`config.mk`:
```
export PLATFORM = sky130hd
export DESIGN_NAME = gcfg_top
export DESIGN_NICKNAME = d
export VERILOG_FILES = /design/src/logic/gcfg_top.v /design/src/logic/gcfg_sync.v /design/src/logic/gcfg_pin_mux.v
export VERILOG_INCLUDE_DIRS = /design/src /design/src/logic
export SDC_FILE = /design/constraint.sdc
export NUM_CORES = 1
export LEC_CHECK = 0
export BUFFER_PORTS_ARGS = -buffer_cell sky130_fd_sc_hd__buf_2
export CAP_MARGIN = 10
export CORE_MARGIN = 3
export CORE_UTILIZATION = 51
export CTS_BUF_LIST = sky130_fd_sc_hd__clkbuf_16
export CTS_CLUSTER_DIAMETER = 120
export DETAILED_ROUTE_END_ITERATION = 12
export GPL_TIMING_DRIVEN = 0
export PLACE_DENSITY = 0.84
export SETUP_SLACK_MARGIN = 0.02
export SLEW_MARGIN = 5
export SYNTH_ARGS = -nofsm -noshare
export SYNTH_HDL_FRONTEND = slang
export SYNTH_SLANG_ARGS = --single-unit
```
`constraint.sdc`:
```
create_clock -name REF_CLK_I -period 12.66 [get_ports REF_CLK_I]
set_input_delay 0.633 -clock REF_CLK_I [delete_from_list [all_inputs] [get_ports REF_CLK_I]]
set_output_delay 0.633 -clock REF_CLK_I [all_outputs]
set_load 0.005 [all_outputs]
```
`src/logic/gcfg_map.vh`:
```
// register map, field positions, reset values and keys for the global option bank
// What this block does
// - tri-state bit 5 set floats the second serial port outputs.
// - tri-state bit 4 set floats the first serial port outputs.
// - tri-state bit 3 set floats the printer port outputs.
// - tri-state bit 0 set floats the floppy controller outputs.
// - tri-state register resets to zero; bits 7-6 and 2-1 reserved.
// - entry key is 87h written twice to 2E, or 4E when port select set.
// - port select bit 6 of option register loads from strap; rest resets zero.
// - lock bit 5 set blocks configuration register reads and writes, except to the option register itself.
// - floppy legacy on gates floppy interrupt with digital output bit 3.
// - printer legacy on gates printer interrupt with control bit 4.
// - bit 1 turns first serial legacy interrupt selection off; handshake bit ignored.
// - bit 0 turns second serial legacy interrupt selection off; handshake bit ignored.
// - option 3 bit 7 turns sixth serial legacy selection off.
// - option 3 bit 6 turns fifth serial legacy selection off.
// - option 3 bit 5 turns fourth serial legacy selection off.
// - option 3 bit 4 turns third serial legacy selection off.
// - mode field bits 2-0 select parallel port when top bit clear.
// - serial option register resets to zero; bit 3 reserved.
// - floppy enable bit loads from strap; 0 enables, 1 disables.
// - registers reached by index/data pair 2E/2F or 4E/4F.
`ifndef GCFG_MAP_VH
`define GCFG_MAP_VH
`define GCFG_PORT_LO_INDEX 16'h002E
`define GCFG_PORT_LO_DATA  16'h002F
`define GCFG_PORT_HI_INDEX 16'h004E
`define GCFG_PORT_HI_DATA  16'h004F
`define GCFG_KEY_ENTER     8'h87
`define GCFG_KEY_EXIT      8'hAA
`define GCFG_IDX_GLOBAL    8'h24
`define GCFG_IDX_TRISTATE  8'h25
`define GCFG_IDX_OPTS      8'h26
`define GCFG_IDX_RSVD      8'h27
`define GCFG_IDX_SERIRQ    8'h28
`define GCFG_RST_TRISTATE  8'h00
`define GCFG_RST_OPTS      8'h00
`define GCFG_RST_SERIRQ    8'h00
`define GCFG_RST_GLOBAL    8'h00
`define GCFG_MSK_TRISTATE  8'h39
`define GCFG_MSK_OPTS      8'h6F
`define GCFG_MSK_SERIRQ    8'hF7
`define GCFG_MSK_GLOBAL    8'h02
`define GCFG_BIT_SER_B_HIZ 5
`define GCFG_BIT_SER_A_HIZ 4
`define GCFG_BIT_PRN_HIZ   3
`define GCFG_BIT_FDD_HIZ   0
`define GCFG_BIT_PORT_SEL  6
`define GCFG_BIT_LOCK      5
`define GCFG_BIT_FDD_LEG   3
`define GCFG_BIT_PRN_LEG   2
`define GCFG_BIT_SER_A_LEG 1
`define GCFG_BIT_SER_B_LEG 0
`define GCFG_BIT_FDD_DIS   1
`define GCFG_BIT_MODE_TOP  2
`define GCFG_READ_IDLE     8'hFF
`define GCFG_STRAP_WAIT    2'h2
`endif

```
`src/logic/gcfg_top.v`:
```
// global option register bank with index/data configuration port
`timescale 1ns/1ps
`include "gcfg_map.vh"
module gcfg_top #(
  parameter PRN_W = 8,
  parameter SER_W = 4,
  parameter PIN_W = 13
) (
  input  wire             REF_CLK_I,
  input  wire             RST_I,
  input  wire [15:0]      IO_ADDR_I,
  input  wire [7:0]       IO_WDATA_I,
  input  wire             IO_WR_I,
  input  wire             IO_RD_I,
  output reg  [7:0]       IO_RDATA_O,
  output reg              IO_ACK_O,
  input  wire             STRAP_PORT_SEL_I,
  input  wire             STRAP_FLOPPY_DIS_I,
  output wire             READY_O,
  output wire             CONFIG_MODE_O,
  output wire             CONFIG_LOCKED_O,
  output wire             PORT_SELECT_O,
  output wire             FLOPPY_ENABLE_O,
  output wire             FLOPPY_HIZ_O,
  output wire             PRINTER_HIZ_O,
  output wire             SERIAL_A_HIZ_O,
  output wire             SERIAL_B_HIZ_O,
  input  wire [PRN_W-1:0] PRINTER_OE_I,
  input  wire [SER_W-1:0] SERIAL_A_OE_I,
  input  wire [SER_W-1:0] SERIAL_B_OE_I,
  output reg  [PRN_W-1:0] PRINTER_OE_O,
  output reg  [SER_W-1:0] SERIAL_A_OE_O,
  output reg  [SER_W-1:0] SERIAL_B_OE_O,
  input  wire             FLOPPY_IRQ_I,
  input  wire             FLOPPY_DOR_IRQ_GATE_I,
  input  wire             PRINTER_IRQ_I,
  input  wire             PRINTER_CTRL_IRQ_GATE_I,
  input  wire [5:0]       SERIAL_IRQ_I,
  output reg              FLOPPY_IRQ_O,
  output reg              PRINTER_IRQ_O,
  output reg  [5:0]       SERIAL_IRQ_O,
  output wire             FLOPPY_LEGACY_IRQ_OFF_O,
  output wire             PRINTER_LEGACY_IRQ_OFF_O,
  output wire [5:0]       SERIAL_LEGACY_IRQ_OFF_O,
  output wire [2:0]       PARALLEL_MODE_O,
  output wire             PARALLEL_PORT_EN_O,
  input  wire [PIN_W-1:0] FLOPPY_PIN_OUT_I,
  input  wire [PIN_W-1:0] FLOPPY_PIN_OE_I,
  input  wire [PIN_W-1:0] ALT_PIN_OUT_I,
  input  wire [PIN_W-1:0] ALT_PIN_OE_I,
  input  wire [PIN_W-1:0] SHARED_PIN_IN_I,
  output wire [PIN_W-1:0] SHARED_PIN_OUT_O,
  output wire [PIN_W-1:0] SHARED_PIN_OE_O,
  output wire [PIN_W-1:0] FLOPPY_PIN_IN_O,
  output wire [PIN_W-1:0] ALT_PIN_IN_O
);

  // configuration port sequencer states
  localparam [1:0] ST_IDLE = 2'b00;
  localparam [1:0] ST_KEY1 = 2'b01;
  localparam [1:0] ST_CFG  = 2'b10;

  reg  [1:0]       state;
  reg  [1:0]       next_state;
  reg  [7:0]       index;
  reg  [7:0]       tristate;
  reg  [7:0]       opts;
  reg  [7:0]       serirq;
  reg  [7:0]       global_opt;
  reg  [1:0]       strap_cnt;
  reg              strap_done;
  reg  [7:0]       rd_value;
  wire [1:0]       strap_sync;
  wire [PIN_W-1:0] pin_in_sync;
  wire             port_sel;
  wire             hit_index;
  wire             hit_data;
  wire             hit_any;
  wire             in_cfg;
  wire             reg_open;
  wire             wr_data;
  wire             rd_data;
  wire             wr_index;

  // address match for one port of the active pair
  function port_hit;
    input [15:0] addr;
    input        sel;
    input        data_port;
    reg   [15:0] want;
    begin
      if (sel) begin
        want = data_port ? `GCFG_PORT_HI_DATA : `GCFG_PORT_HI_INDEX;
      end else begin
        want = data_port ? `GCFG_PORT_LO_DATA : `GCFG_PORT_LO_INDEX;
      end
      port_hit = (addr == want);
    end
  endfunction

  // straps are pins, so they cross two flops before capture
  gcfg_sync #(
    .W (2)
  ) u_strap_sync (
    .clk_i   (REF_CLK_I),
    .rst_i   (RST_I),
    .async_i ({STRAP_PORT_SEL_I, STRAP_FLOPPY_DIS_I}),
    .sync_o  (strap_sync)
  );

  // shared pin inputs also come from outside
  gcfg_sync #(
    .W (PIN_W)
  ) u_pin_sync (
    .clk_i   (REF_CLK_I),
    .rst_i   (RST_I),
    .async_i (SHARED_PIN_IN_I),
    .sync_o  (pin_in_sync)
  );

  // strap capture: third edge after release, once synchroniser is full
  always @(posedge REF_CLK_I or posedge RST_I) begin
    if (RST_I) begin
      strap_cnt  <= 2'h0;
      strap_done <= 1'b0;
    end else if (!strap_done) begin
      if (strap_cnt == `GCFG_STRAP_WAIT) begin
        strap_done <= 1'b1;
      end else begin
        strap_cnt <= strap_cnt + 2'h1;
      end
    end
  end

  // index/data pair chosen by port select
  assign port_sel  = opts[`GCFG_BIT_PORT_SEL];
  assign hit_index = strap_done & port_hit(IO_ADDR_I, port_sel, 1'b0);
  assign hit_data  = strap_done & port_hit(IO_ADDR_I, port_sel, 1'b1);
  assign hit_any   = (hit_index | hit_data) & (IO_WR_I | IO_RD_I);
  assign in_cfg    = (state == ST_CFG);

  // lock keeps the option register itself open so it can be undone
  assign reg_open  = in_cfg & (~opts[`GCFG_BIT_LOCK] | (index == `GCFG_IDX_OPTS));
  assign wr_index  = hit_index & IO_WR_I;
  assign wr_data   = hit_data & IO_WR_I & reg_open;
  assign rd_data   = hit_data & IO_RD_I & ~IO_WR_I & reg_open;

  // entry key sequence, broken by any other access to the pair
  always @* begin
    next_state = state;
    case (state)
      ST_IDLE: begin
        if (wr_index && IO_WDATA_I == `GCFG_KEY_ENTER) begin
          next_state = ST_KEY1;
        end
      end
      ST_KEY1: begin
        if (wr_index && IO_WDATA_I == `GCFG_KEY_ENTER) begin
          next_state = ST_CFG;
        end else if (hit_any) begin
          next_state = ST_IDLE;
        end
      end
      ST_CFG: begin
        if (wr_index && IO_WDATA_I == `GCFG_KEY_EXIT) begin
          next_state = ST_IDLE;
        end
      end
      default: begin
        next_state = ST_IDLE;
      end
    endcase
  end

  // sequencer state and index latch
  always @(posedge REF_CLK_I or posedge RST_I) begin
    if (RST_I) begin
      state <= ST_IDLE;
      index <= 8'h00;
    end else begin
      state <= next_state;
      if (in_cfg && wr_index && IO_WDATA_I != `GCFG_KEY_EXIT) begin
        index <= IO_WDATA_I;
      end
    end
  end

  // register writes; reserved bits are masked so they always read zero
  always @(posedge REF_CLK_I or posedge RST_I) begin
    if (RST_I) begin
      tristate   <= `GCFG_RST_TRISTATE;
      opts       <= `GCFG_RST_OPTS;
      serirq     <= `GCFG_RST_SERIRQ;
      global_opt <= `GCFG_RST_GLOBAL;
    end else if (!strap_done) begin
      if (strap_cnt == `GCFG_STRAP_WAIT) begin
        opts[`GCFG_BIT_PORT_SEL] <= strap_sync[1];
        global_opt[`GCFG_BIT_FDD_DIS] <= strap_sync[0];
      end
    end else if (wr_data) begin
      case (index)
        `GCFG_IDX_TRISTATE: begin
          tristate <= IO_WDATA_I & `GCFG_MSK_TRISTATE;
        end
        `GCFG_IDX_OPTS: begin
          opts <= IO_WDATA_I & (`GCFG_MSK_OPTS | (8'h01 << `GCFG_BIT_PORT_SEL));
        end
        `GCFG_IDX_SERIRQ: begin
          serirq <= IO_WDATA_I & `GCFG_MSK_SERIRQ;
        end
        `GCFG_IDX_GLOBAL: begin
          global_opt <= IO_WDATA_I & `GCFG_MSK_GLOBAL;
        end
        default: begin
          tristate <= tristate;
        end
      endcase
    end
  end

  // read mux; the reserved slot and unknown indices read zero
  always @* begin
    case (index)
      `GCFG_IDX_GLOBAL:   rd_value = global_opt;
      `GCFG_IDX_TRISTATE: rd_value = tristate;
      `GCFG_IDX_OPTS:     rd_value = opts;
      `GCFG_IDX_RSVD:     rd_value = 8'h00;
      `GCFG_IDX_SERIRQ:   rd_value = serirq;
      default:            rd_value = 8'h00;
    endcase
  end

  // one-cycle acknowledge for every access to the active pair once ready
  always @(posedge REF_CLK_I or posedge RST_I) begin
    if (RST_I) begin
      IO_ACK_O   <= 1'b0;
      IO_RDATA_O <= `GCFG_READ_IDLE;
    end else begin
      IO_ACK_O <= hit_any;
      if (hit_index && IO_RD_I && !IO_WR_I) begin
        IO_RDATA_O <= in_cfg ? index : `GCFG_READ_IDLE;
      end else if (rd_data) begin
        IO_RDATA_O <= rd_value;
      end else if (hit_data && IO_RD_I && !IO_WR_I) begin
        IO_RDATA_O <= `GCFG_READ_IDLE;
      end
    end
  end

  // status levels straight from the registers
  assign READY_O         = strap_done;
  assign CONFIG_MODE_O   = in_cfg;
  assign CONFIG_LOCKED_O = opts[`GCFG_BIT_LOCK];
  assign PORT_SELECT_O   = port_sel;
  assign FLOPPY_ENABLE_O = ~global_opt[`GCFG_BIT_FDD_DIS];
  assign FLOPPY_HIZ_O    = tristate[`GCFG_BIT_FDD_HIZ];
  assign PRINTER_HIZ_O   = tristate[`GCFG_BIT_PRN_HIZ];
  assign SERIAL_A_HIZ_O  = tristate[`GCFG_BIT_SER_A_HIZ];
  assign SERIAL_B_HIZ_O  = tristate[`GCFG_BIT_SER_B_HIZ];

  // output enable gating; a floated function keeps running internally
  always @(posedge REF_CLK_I or posedge RST_I) begin
    if (RST_I) begin
      PRINTER_OE_O  <= {PRN_W{1'b0}};
      SERIAL_A_OE_O <= {SER_W{1'b0}};
      SERIAL_B_OE_O <= {SER_W{1'b0}};
    end else begin
      PRINTER_OE_O  <= PRINTER_OE_I & {PRN_W{~PRINTER_HIZ_O}};
      SERIAL_A_OE_O <= SERIAL_A_OE_I & {SER_W{~SERIAL_A_HIZ_O}};
      SERIAL_B_OE_O <= SERIAL_B_OE_I & {SER_W{~SERIAL_B_HIZ_O}};
    end
  end

  // legacy selection flags, active high means legacy selection is off
  assign FLOPPY_LEGACY_IRQ_OFF_O  = opts[`GCFG_BIT_FDD_LEG];
  assign PRINTER_LEGACY_IRQ_OFF_O = opts[`GCFG_BIT_PRN_LEG];
  assign SERIAL_LEGACY_IRQ_OFF_O[0] = opts[`GCFG_BIT_SER_A_LEG];
  assign SERIAL_LEGACY_IRQ_OFF_O[1] = opts[`GCFG_BIT_SER_B_LEG];
  assign SERIAL_LEGACY_IRQ_OFF_O[2] = serirq[4];
  assign SERIAL_LEGACY_IRQ_OFF_O[3] = serirq[5];
  assign SERIAL_LEGACY_IRQ_OFF_O[4] = serirq[6];
  assign SERIAL_LEGACY_IRQ_OFF_O[5] = serirq[7];

  // interrupt routing, registered to keep outputs glitch free
  always @(posedge REF_CLK_I or posedge RST_I) begin
    if (RST_I) begin
      FLOPPY_IRQ_O  <= 1'b0;
      PRINTER_IRQ_O <= 1'b0;
      SERIAL_IRQ_O  <= 6'h00;
    end else begin
      FLOPPY_IRQ_O  <= FLOPPY_IRQ_I & (FLOPPY_LEGACY_IRQ_OFF_O | FLOPPY_DOR_IRQ_GATE_I);
      PRINTER_IRQ_O <= PRINTER_IRQ_I & (PRINTER_LEGACY_IRQ_OFF_O | PRINTER_CTRL_IRQ_GATE_I);
      // handshake bit never gates serial requests in either setting
      SERIAL_IRQ_O  <= SERIAL_IRQ_I;
    end
  end

  // parallel mode only when top mode bit clear
  assign PARALLEL_MODE_O    = serirq[2:0];
  assign PARALLEL_PORT_EN_O = ~serirq[`GCFG_BIT_MODE_TOP];

  // shared pins follow the floppy enable bit
  gcfg_pin_mux #(
    .W (PIN_W)
  ) u_pin_mux (
    .clk_i        (REF_CLK_I),
    .rst_i        (RST_I),
    .floppy_en_i  (FLOPPY_ENABLE_O),
    .floppy_hiz_i (FLOPPY_HIZ_O),
    .fdd_out_i    (FLOPPY_PIN_OUT_I),
    .fdd_oe_i     (FLOPPY_PIN_OE_I),
    .alt_out_i    (ALT_PIN_OUT_I),
    .alt_oe_i     (ALT_PIN_OE_I),
    .pin_in_i     (pin_in_sync),
    .pin_out_o    (SHARED_PIN_OUT_O),
    .pin_oe_o     (SHARED_PIN_OE_O),
    .fdd_in_o     (FLOPPY_PIN_IN_O),
    .alt_in_o     (ALT_PIN_IN_O)
  );

endmodule

```
`src/logic/gcfg_sync.v`:
```
// two flip-flop synchroniser for pins and straps
`timescale 1ns/1ps
module gcfg_sync #(
  parameter W = 1
) (
  input  wire         clk_i,
  input  wire         rst_i,
  input  wire [W-1:0] async_i,
  output reg  [W-1:0] sync_o
);
  reg [W-1:0] meta;

  // first stage feeds only the second stage
  always @(posedge clk_i or posedge rst_i) begin
    if (rst_i) begin
      meta   <= {W{1'b0}};
      sync_o <= {W{1'b0}};
    end else begin
      meta   <= async_i;
      sync_o <= meta;
    end
  end
endmodule

```
`src/logic/gcfg_pin_mux.v`:
```
// shared pin routing between floppy controller and sixth serial/gpio group
`timescale 1ns/1ps
module gcfg_pin_mux #(
  parameter W = 13
) (
  input  wire         clk_i,
  input  wire         rst_i,
  input  wire         floppy_en_i,
  input  wire         floppy_hiz_i,
  input  wire [W-1:0] fdd_out_i,
  input  wire [W-1:0] fdd_oe_i,
  input  wire [W-1:0] alt_out_i,
  input  wire [W-1:0] alt_oe_i,
  input  wire [W-1:0] pin_in_i,
  output reg  [W-1:0] pin_out_o,
  output reg  [W-1:0] pin_oe_o,
  output reg  [W-1:0] fdd_in_o,
  output reg  [W-1:0] alt_in_o
);
  // unselected side sees all ones, the idle level of its active-low inputs
  always @(posedge clk_i or posedge rst_i) begin
    if (rst_i) begin
      pin_out_o <= {W{1'b0}};
      pin_oe_o  <= {W{1'b0}};
      fdd_in_o  <= {W{1'b1}};
      alt_in_o  <= {W{1'b1}};
    end else if (floppy_en_i) begin
      pin_out_o <= fdd_out_i;
      pin_oe_o  <= fdd_oe_i & {W{~floppy_hiz_i}};
      fdd_in_o  <= pin_in_i;
      alt_in_o  <= {W{1'b1}};
    end else begin
      pin_out_o <= alt_out_i;
      pin_oe_o  <= alt_oe_i;
      fdd_in_o  <= {W{1'b1}};
      alt_in_o  <= pin_in_i;
    end
  end
endmodule

```
==> results of run 1 <==
-- worst min-delay path by stage --
stage / end / slack, ns
2_1_floorplan: u_pin_sync.sync_o[0] / 0.33
3_3_place_gp: u_strap_sync.sync_o[1] / 0.33
6_report: PRINTER_OE_O[5] / 0.29
5_1_grt: u_pin_sync.meta[3] / 0.30
4_1_cts: u_strap_sync.meta[1] / 0.30
3_5_place_dp: u_pin_sync.sync_o[5] / 0.34
-- sequential cells by signal (all words and copies together) (netlist names), 4 cells and up --
register and cells:
index 8, opts 6, tristate 4, u_pin_mux.pin_out_o 13, u_pin_sync.sync_o 13, u_pin_sync.meta 13
IO_RDATA_O 8, PRINTER_OE_O 8, SERIAL_B_OE_O 4, u_pin_mux.fdd_in_o 13, SERIAL_IRQ_O 6, u_pin_mux.alt_in_o 13
u_pin_mux.pin_oe_o 13, SERIAL_A_OE_O 4, serirq 7
-- power groups by stage --
stage | Clock [mW] | Combinational [mW] | Sequential, mW
floorplan | 0 | 0.0252 | 0.505
detailed placement | 0 | 0.0731 | 0.504
global route | 0.503 | 0.0806 | 0.498
global placement | 0 | 0.0690 | 0.503
CTS | 0.482 | 0.0744 | 0.496
finish | 0.473 | 0.0732 | 0.496
-- through the flow --
step / cell area (um2) / instances / hold slack [ns] / power [mW] / util (%)
after floorplan: 5510 / 390 / 0.331 / 0.530 / -
after global placement: 6810 / 752 / 0.333 / 0.571 / 65.3
after detailed placement: 6840 / 753 / 0.336 / 0.577 / 65.7
after CTS: 7420 / 785 / 0.296 / 1.05 / 71.2
after global routing: 7420 / 785 / 0.300 / 1.08 / 71.2
final: 7420 / 785 / 0.292 / 1.04 / 71.2
-- cell type report --
type,instances,area (um2)
multi-input cells,215,1690
repair buffers,227,1160
inverters,8,35.0
clock inverters,12,78.8
fillers,729,3000
well taps,136,170
flip-flops and latches,146,3700
clock buffers,20,500
plain buffers,21,90.1
-- layer usage --
layer	vias to the layer above	wire, um	part of all wire [%]	global-route usage [%]
met2	191	7910	52	44.2
met4	0	539	3.6	13.4
met3	42	1170	7.7	6.28
met5	-	0	0	0
li1	1895	-	-	-
met1	2061	5460	36	29.3
-- cell families after synthesis --
family                     after synthesis  share of synthesized area [%]
DFF                                    146                           67.1
AOI/OAI and AO/OA                       65                           8.59
and+or+nand+nor                        111                           13.9
xor gates and xnor gates                 1                          0.159
adders and majority gates                1                          0.227
muxes                                   37                           7.84
buffers and inverters                   29                           2.18
-- cells in the mapped netlist (3+ instances only) --
master and n:
a211oi_1 9, a21oi_1 3, a22o_1 13, and4_1 3, clkbuf_1 17, dfrtp_1 112, dfstp_2 34, inv_1 8
mux2_2 33, mux2_4 4, nand2_1 6, nand2b_1 16, nand3_1 5, nand3b_1 3, nand4_1 3, nor2_1 5
nor2b_1 21, nor3_1 4, nor3b_1 4, nor4_1 5, o2111ai_1 7, o21ai_0 18, o31ai_1 3, or2_2 14
or4_1 3
==> summary.txt, run 1 <==
Pwr
  • Sw power: 0.234 mW
  • Leakage: between 3 and 4 nW
  • Part of the power in registers: 47.6%
  • Clock share of power: 45.4%
  • Worst vdd ir: 0.0000977 V
  • Int Power: just over 0.8 mW
  • Power density over cell area: 141 nW/um2
  • Sw frac: 22.4%
  • Logic gate share of total power: 7.0%

Job
  • Maxcap violations: 0

Drt
  • Total number of vias: 4,189
  • DR pass1 iterations: 4
  • Post-route ant nets: 0
  • WL final: 15,100 um
  • Vias per std cell: 5.34
  • Starting DRT DRC Count: about 190
  • Post-detailed-route wirelength per cell: 19.2 um
  • Residual DRC: 0

Synth
  • Ys flop type: dfrtp_1
  • Post-synth top area share: 50.9%
  • Unique masters post-synth: 54
  • Mapped Cells: 390
  • Sequential area share after synthesis: 67.1%
  • Synth area leader: dfrtp_1
  • Post-synthesis area per instance: 14.1 um2
  • Syn. warnings: 0
  • Seq cells post-synth: 146
  • Post-synth ARST share: 100%
  • Dominant cells by area after synthesis: dfrtp_1, dfstp_2, mux2_2
  • Mapped Nets: 512
  • Post-synth EDFFs: 0
  • Synthesized cell area: 5510 um2

GRT
  • Pin count of the biggest net entering global routing: 85
  • Vias in the first global route: 4,218
  • First-pass GRT wire length: 22,600 um
  • Grt total ovfl: 0
  • Initial antenna violation count: 0
  • GRT Util Overall: approximately a quarter

CTS
  • H-tree depth: 4
  • Worst skew pair latency: 0.42 ns
  • Clock Tree Buf Depth: 2
  • Hold Buf Count CTS: 0
  • CTS tree: built
  • CTS resizes: 0
  • Clock sink count: 146
  • Root buf cell: clkbuf_16
  • Post-CTS Repair Setup Buffers: 0
  • CTS buffer count: 17
  • Reg clk slew, reported paths: 0.06 ns

Floorplanning
  • Die W: 110 um
  • Top Ports: between 200 and 250
  • Core area: roughly 10,000 um2
  • Chip height: 110 um
  • Die ar.: 12,100 um2
  • Initial Utilization: 52.9%
  • Std cell rows: 37

Critical path
  • Worst Path Required: 12.03 ns
  • Slowest stage delay, CP: between 0.4 and 0.5 ns
  • RR Endpoint: serirq[2]
  • Crit start category: flip-flop
  • Reg2reg start: index[7]
  • Delay-heaviest family, CP: buffers and inverters
  • Crit Path Class: flip-flop to primary output
  • Worst path cell trace: clkbuf_1 -> buf_1 -> inv_1 -> buf_2
  • R2R setup slack: 10.08 ns
  • Critical Path End: FLOPPY_ENABLE_O
  • Crit path max-delay cell type: buf_1
  • Reg2Reg Depth: 5
  • Crit path from: global_opt[1]
  • WP depth: 4
  • Critical Path Fanout Max: 10
  • Critical path endpoint category: primary output
  • Worst Path Arrival: 1.97 ns
  • WP buf/inv: 4

Timing
  • Finish-stage setup viols: 0
  • Post-route clock period utilization: between 20% and 30%
  • Achievable Freq: between 300 and 400 MHz
  • Slew Viols, Final: 0
  • Worst Tran Pin Value: 0.816 ns
  • Endpoints failing hold: 0
  • Setup TNS Final: 0 ns
  • Fin crit period: about 2.6 ns
  • Fin worst setup slack: roughly 10 ns
  • Clock skew: 0.00620 ns
  • Slew Limit Headroom: 45.3%
  • RSZ-0062 raised after global routing: false

Finish
  • Commonest non-fill, non-tap cell in the layout: buf_2
  • Area grow syn2layout: 34.7%
  • Antenna fix cells: 0
  • Final #Nets: 758
  • Layout cells sized above 1: between 50% and 60%
  • Most frequent cells in the layout: buf_2, dfrtp_1, dfstp_2, mux2_2, nor2b_1

Placement
  • Final Wtd Congestion: about 0.89
  • Dpl hpwl: around 11,000 um
  • I/O Buffers: 226
  • Place WS: 9.72 ns

Min path
  • HP Class: input port to asynchronous set/reset pin

Status
  • Status: completed
Power figures use the tool's default switching activity.
==> run 2: changes to the inputs <==
--- a/config.mk
+++ b/config.mk
@@ -6,15 +6,16 @@
 export SDC_FILE = /design/constraint.sdc
 export NUM_CORES = 1
 export LEC_CHECK = 0
+export ABC_AREA = 1
 export BUFFER_PORTS_ARGS = -buffer_cell sky130_fd_sc_hd__buf_2
 export CAP_MARGIN = 10
 export CORE_MARGIN = 3
-export CORE_UTILIZATION = 51
+export CORE_UTILIZATION = 43
 export CTS_BUF_LIST = sky130_fd_sc_hd__clkbuf_16
 export CTS_CLUSTER_DIAMETER = 120
 export DETAILED_ROUTE_END_ITERATION = 12
 export GPL_TIMING_DRIVEN = 0
-export PLACE_DENSITY = 0.84
+export PLACE_DENSITY = 0.75
 export SETUP_SLACK_MARGIN = 0.02
 export SLEW_MARGIN = 5
 export SYNTH_ARGS = -nofsm -noshare
==> constraint.sdc (replaced) <==
create_clock -name REF_CLK_I -period 2.14 [get_ports REF_CLK_I]
set_input_delay 0.107 -clock REF_CLK_I [delete_from_list [all_inputs] [get_ports REF_CLK_I]]
set_output_delay 0.107 -clock REF_CLK_I [all_outputs]
set_load 0.005 [all_outputs]
==> summary.txt, run 2 <==
Timing
  • Finish-stage setup viols: 0
  • Achievable Freq: between 500 and 600 MHz
  • Setup TNS Final: 0 ns
  • Slew Viols, Final: 0
  • Clock skew: 0.00829 ns
  • Hold Slack: approximately 0.064 ns
  • Fin crit period: 1.97 ns
  • RSZ-0062 raised after global routing: false
  • Worst Tran Pin Value: 0.597 ns
  • Endpoints failing hold: 0
  • Slew Limit Headroom: 59.9%
  • Post-route clock period utilization: around 90%

Synth
  • Post-synth top area share: 50.3%
  • Mapped Nets: 687
  • Synth area leader: dfrtp_1
  • Unique masters post-synth: 31
  • Sequential area share after synthesis: approximately 66%
  • Post-synth EDFFs: 0
  • Mapped Cells: 565
  • Ys flop type: dfrtp_1
  • Most common cell in the synthesized netlist: nand2_1
  • Post-synthesis area per instance: 9.85 um2
  • Seq cells post-synth: 146
  • Syn. warnings: 0
  • Most frequent cells after synthesis: nand2_1, dfrtp_1, inv_1, nor2_1, dfstp_2
  • Synthesized cell area: 5570 um2
  • Post-synth ARST share: 100%
  • Dominant cells by area after synthesis: dfrtp_1, dfstp_2, nand2_1

Placement
  • Final Wtd Congestion: 0.821
  • Post-Place Cells: just under 1,000
  • I/O Buffers: 225
  • Dpl hpwl: 10,900 um

Min path
  • Hold path depth: 2
  • HP Class: input port to flip-flop
  • Hold Path Origin: IO_WR_I
  • WHS Endpoint: IO_ACK_O

Floorplanning
  • Die W: 120 um
  • Std cell rows: 40
  • Chip height: 120 um
  • Top Ports: between 200 and 250
  • Die ar.: 14,300 um2
  • Core area: approximately 12,000 um2
  • Initial Utilization: a little under half

Critical path
  • Crit Path Class: flip-flop to flip-flop
  • Reg2Reg Depth: 6
  • Worst Path Arrival: 2.26 ns
  • Critical path endpoint category: flip-flop
  • Worst Path Required: 2.43 ns
  • Reg2reg start: global_opt[1]
  • Critical Path Fanout Max: 10
  • R2R setup slack: approximately 0.17 ns
  • Most frequent CP cell: nand2_1
  • Crit start category: flip-flop
  • WP buf/inv: 4
  • Slowest stage delay, CP: 0.57 ns
  • Worst path cell trace: clkbuf_1 -> inv_1 -> clkbuf_2 -> nand2_1 -> nand2_1 -> dlygate4sd3_1
  • Delay-heaviest family, CP: buffers and inverters
  • Crit path max-delay cell type: dlygate4sd3_1
  • RR Endpoint: u_pin_mux.pin_out_o[1]

Drt
  • Uppermost layer routed: met4
  • Met2 WL: 8980 um
  • DR pass1 iterations: 4
  • WL final: 17,000 um
  • Routed met3 length: around 1000 um
  • Met1 Routed Length: 6490 um
  • Post-detailed-route wirelength per cell: approximately 15 um
  • Residual DRC: 0
  • Vias per std cell: 4.64
  • Starting DRT DRC Count: 424
  • Post-route ant nets: 0
  • Total number of vias: 5,093

CTS
  • Worst skew pair latency: just over 0.4 ns
  • H-tree depth: 4
  • Reg clk slew, reported paths: 0.06 ns
  • Clock sink count: 146
  • CTS buffer count: 17
  • Root buf cell: clkbuf_16
  • Clock Tree Buf Depth: 2
  • CTS tree: built

Finish
  • Antenna fix cells: 0
  • Layout cells sized above 1: a little over a third
  • Final #Nets: 1,038
  • Non-filler cells, final: roughly 1,100
  • Area grow syn2layout: 55.2%
  • Most frequent cells in the layout: buf_2, nand2_1, dfrtp_1, dlygate4sd3_1, inv_1
  • Commonest non-fill, non-tap cell in the layout: buf_2

GRT
  • Vias in the first global route: 5,258
  • Grt total ovfl: 0
  • First-pass GRT wire length: 27,100 um
  • Pin count of the biggest net entering global routing: 37
  • GRT Util Overall: 24.4%
  • Initial antenna violation count: 0

Pwr
  • Leakage: 4.56 nW
  • Worst vdd ir: 0.000469 V
  • Power density over cell area: 750 nW/um2

Status
  • Status: completed

Job
  • Maxcap violations: 0
## run 2: cell types whose count changed in the layout (fill, tap and decap cells not counted), moves of 14 or more
cell	previous run	this run
nor2_1	5	37
inv_1	9	65
dlygate4sd3_1	0	103
nand2_1	6	186
or2_2	14	0
mux2_2	33	0
nand3_1	5	32
nor2b_1	21	0
nand2b_1	16	0
## run 2: routing by layer
metal	vias up	track usage (%)
met3	47	5.28
met5	-	0
met1	2388	28.3
li1	2453	-
met4	0	10.6
met2	205	43.4
## run 2: layout make-up
class	count	area, um2
plain buffers	18	110
flip-flops and latches	146	3700
repair buffers	332	2240
clock buffers	20	500
fillers	859	3670
well taps	168	210
multi-input cells	333	1510
clock inverters	12	108
inverters	68	259
## run 2: worst max-delay path by stage
stage / from / endpoint / cells after the start
3_3_place_gp: RST_I / u_strap_sync.sync_o[1] / 2
6_report: global_opt[1] / u_pin_mux.pin_out_o[1] / 6
2_1_floorplan: RST_I / FLOPPY_IRQ_O / 1
4_1_cts: global_opt[1] / u_pin_mux.pin_out_o[5] / 5
3_5_place_dp: opts[6] / index[1] / 11
5_1_grt: global_opt[1] / u_pin_mux.pin_out_o[1] / 6
## run 2: power breakdown
group	switching, mW	total (mW)	internal [mW]	leakage [nW]
Clock	1.23	2.96	1.73	0.304
Combinational	0.277	0.593	0.316	2.55
Sequential	0.0333	2.92	2.89	1.71
Total	1.54	6.48	4.94	4.56
## run 2: logic make-up (layout without fill, tap and decap cells)
kind of cell	after synthesis	count (layout)	share of synthesized area, %
AOI/OAI and AO/OA	44	44	4.61
xor gates and xnor gates	1	1	0.157
adders and majority gates	1	1	0.225
buffers and inverters	86	450	6.47
DFF	146	146	66.4
and+or+nand+nor	287	287	22.1
## run 2: repair_timing
item	in CTS	in global routing
resized for setup	0	8
hold endpoints to repair	93	0
hold buffers	103	0
endpoints found under the setup margin	0	9
buffers inserted	0	0
## run 2: stage by stage
stage | utilization (%) | area, um2 | setup slack, ns | power (mW)
finish | 70.2 | 8640 | 0.167 | 6.48
global route | 70.2 | 8640 | 0.0922 | 6.72
CTS | 70.1 | 8630 | 0.0956 | 6.48
detailed placement | 56.8 | 6990 | 0.339 | 3.39
global placement | 56.1 | 6910 | -0.607 | 3.35
floorplan | - | 5570 | 0.228 | 3.12
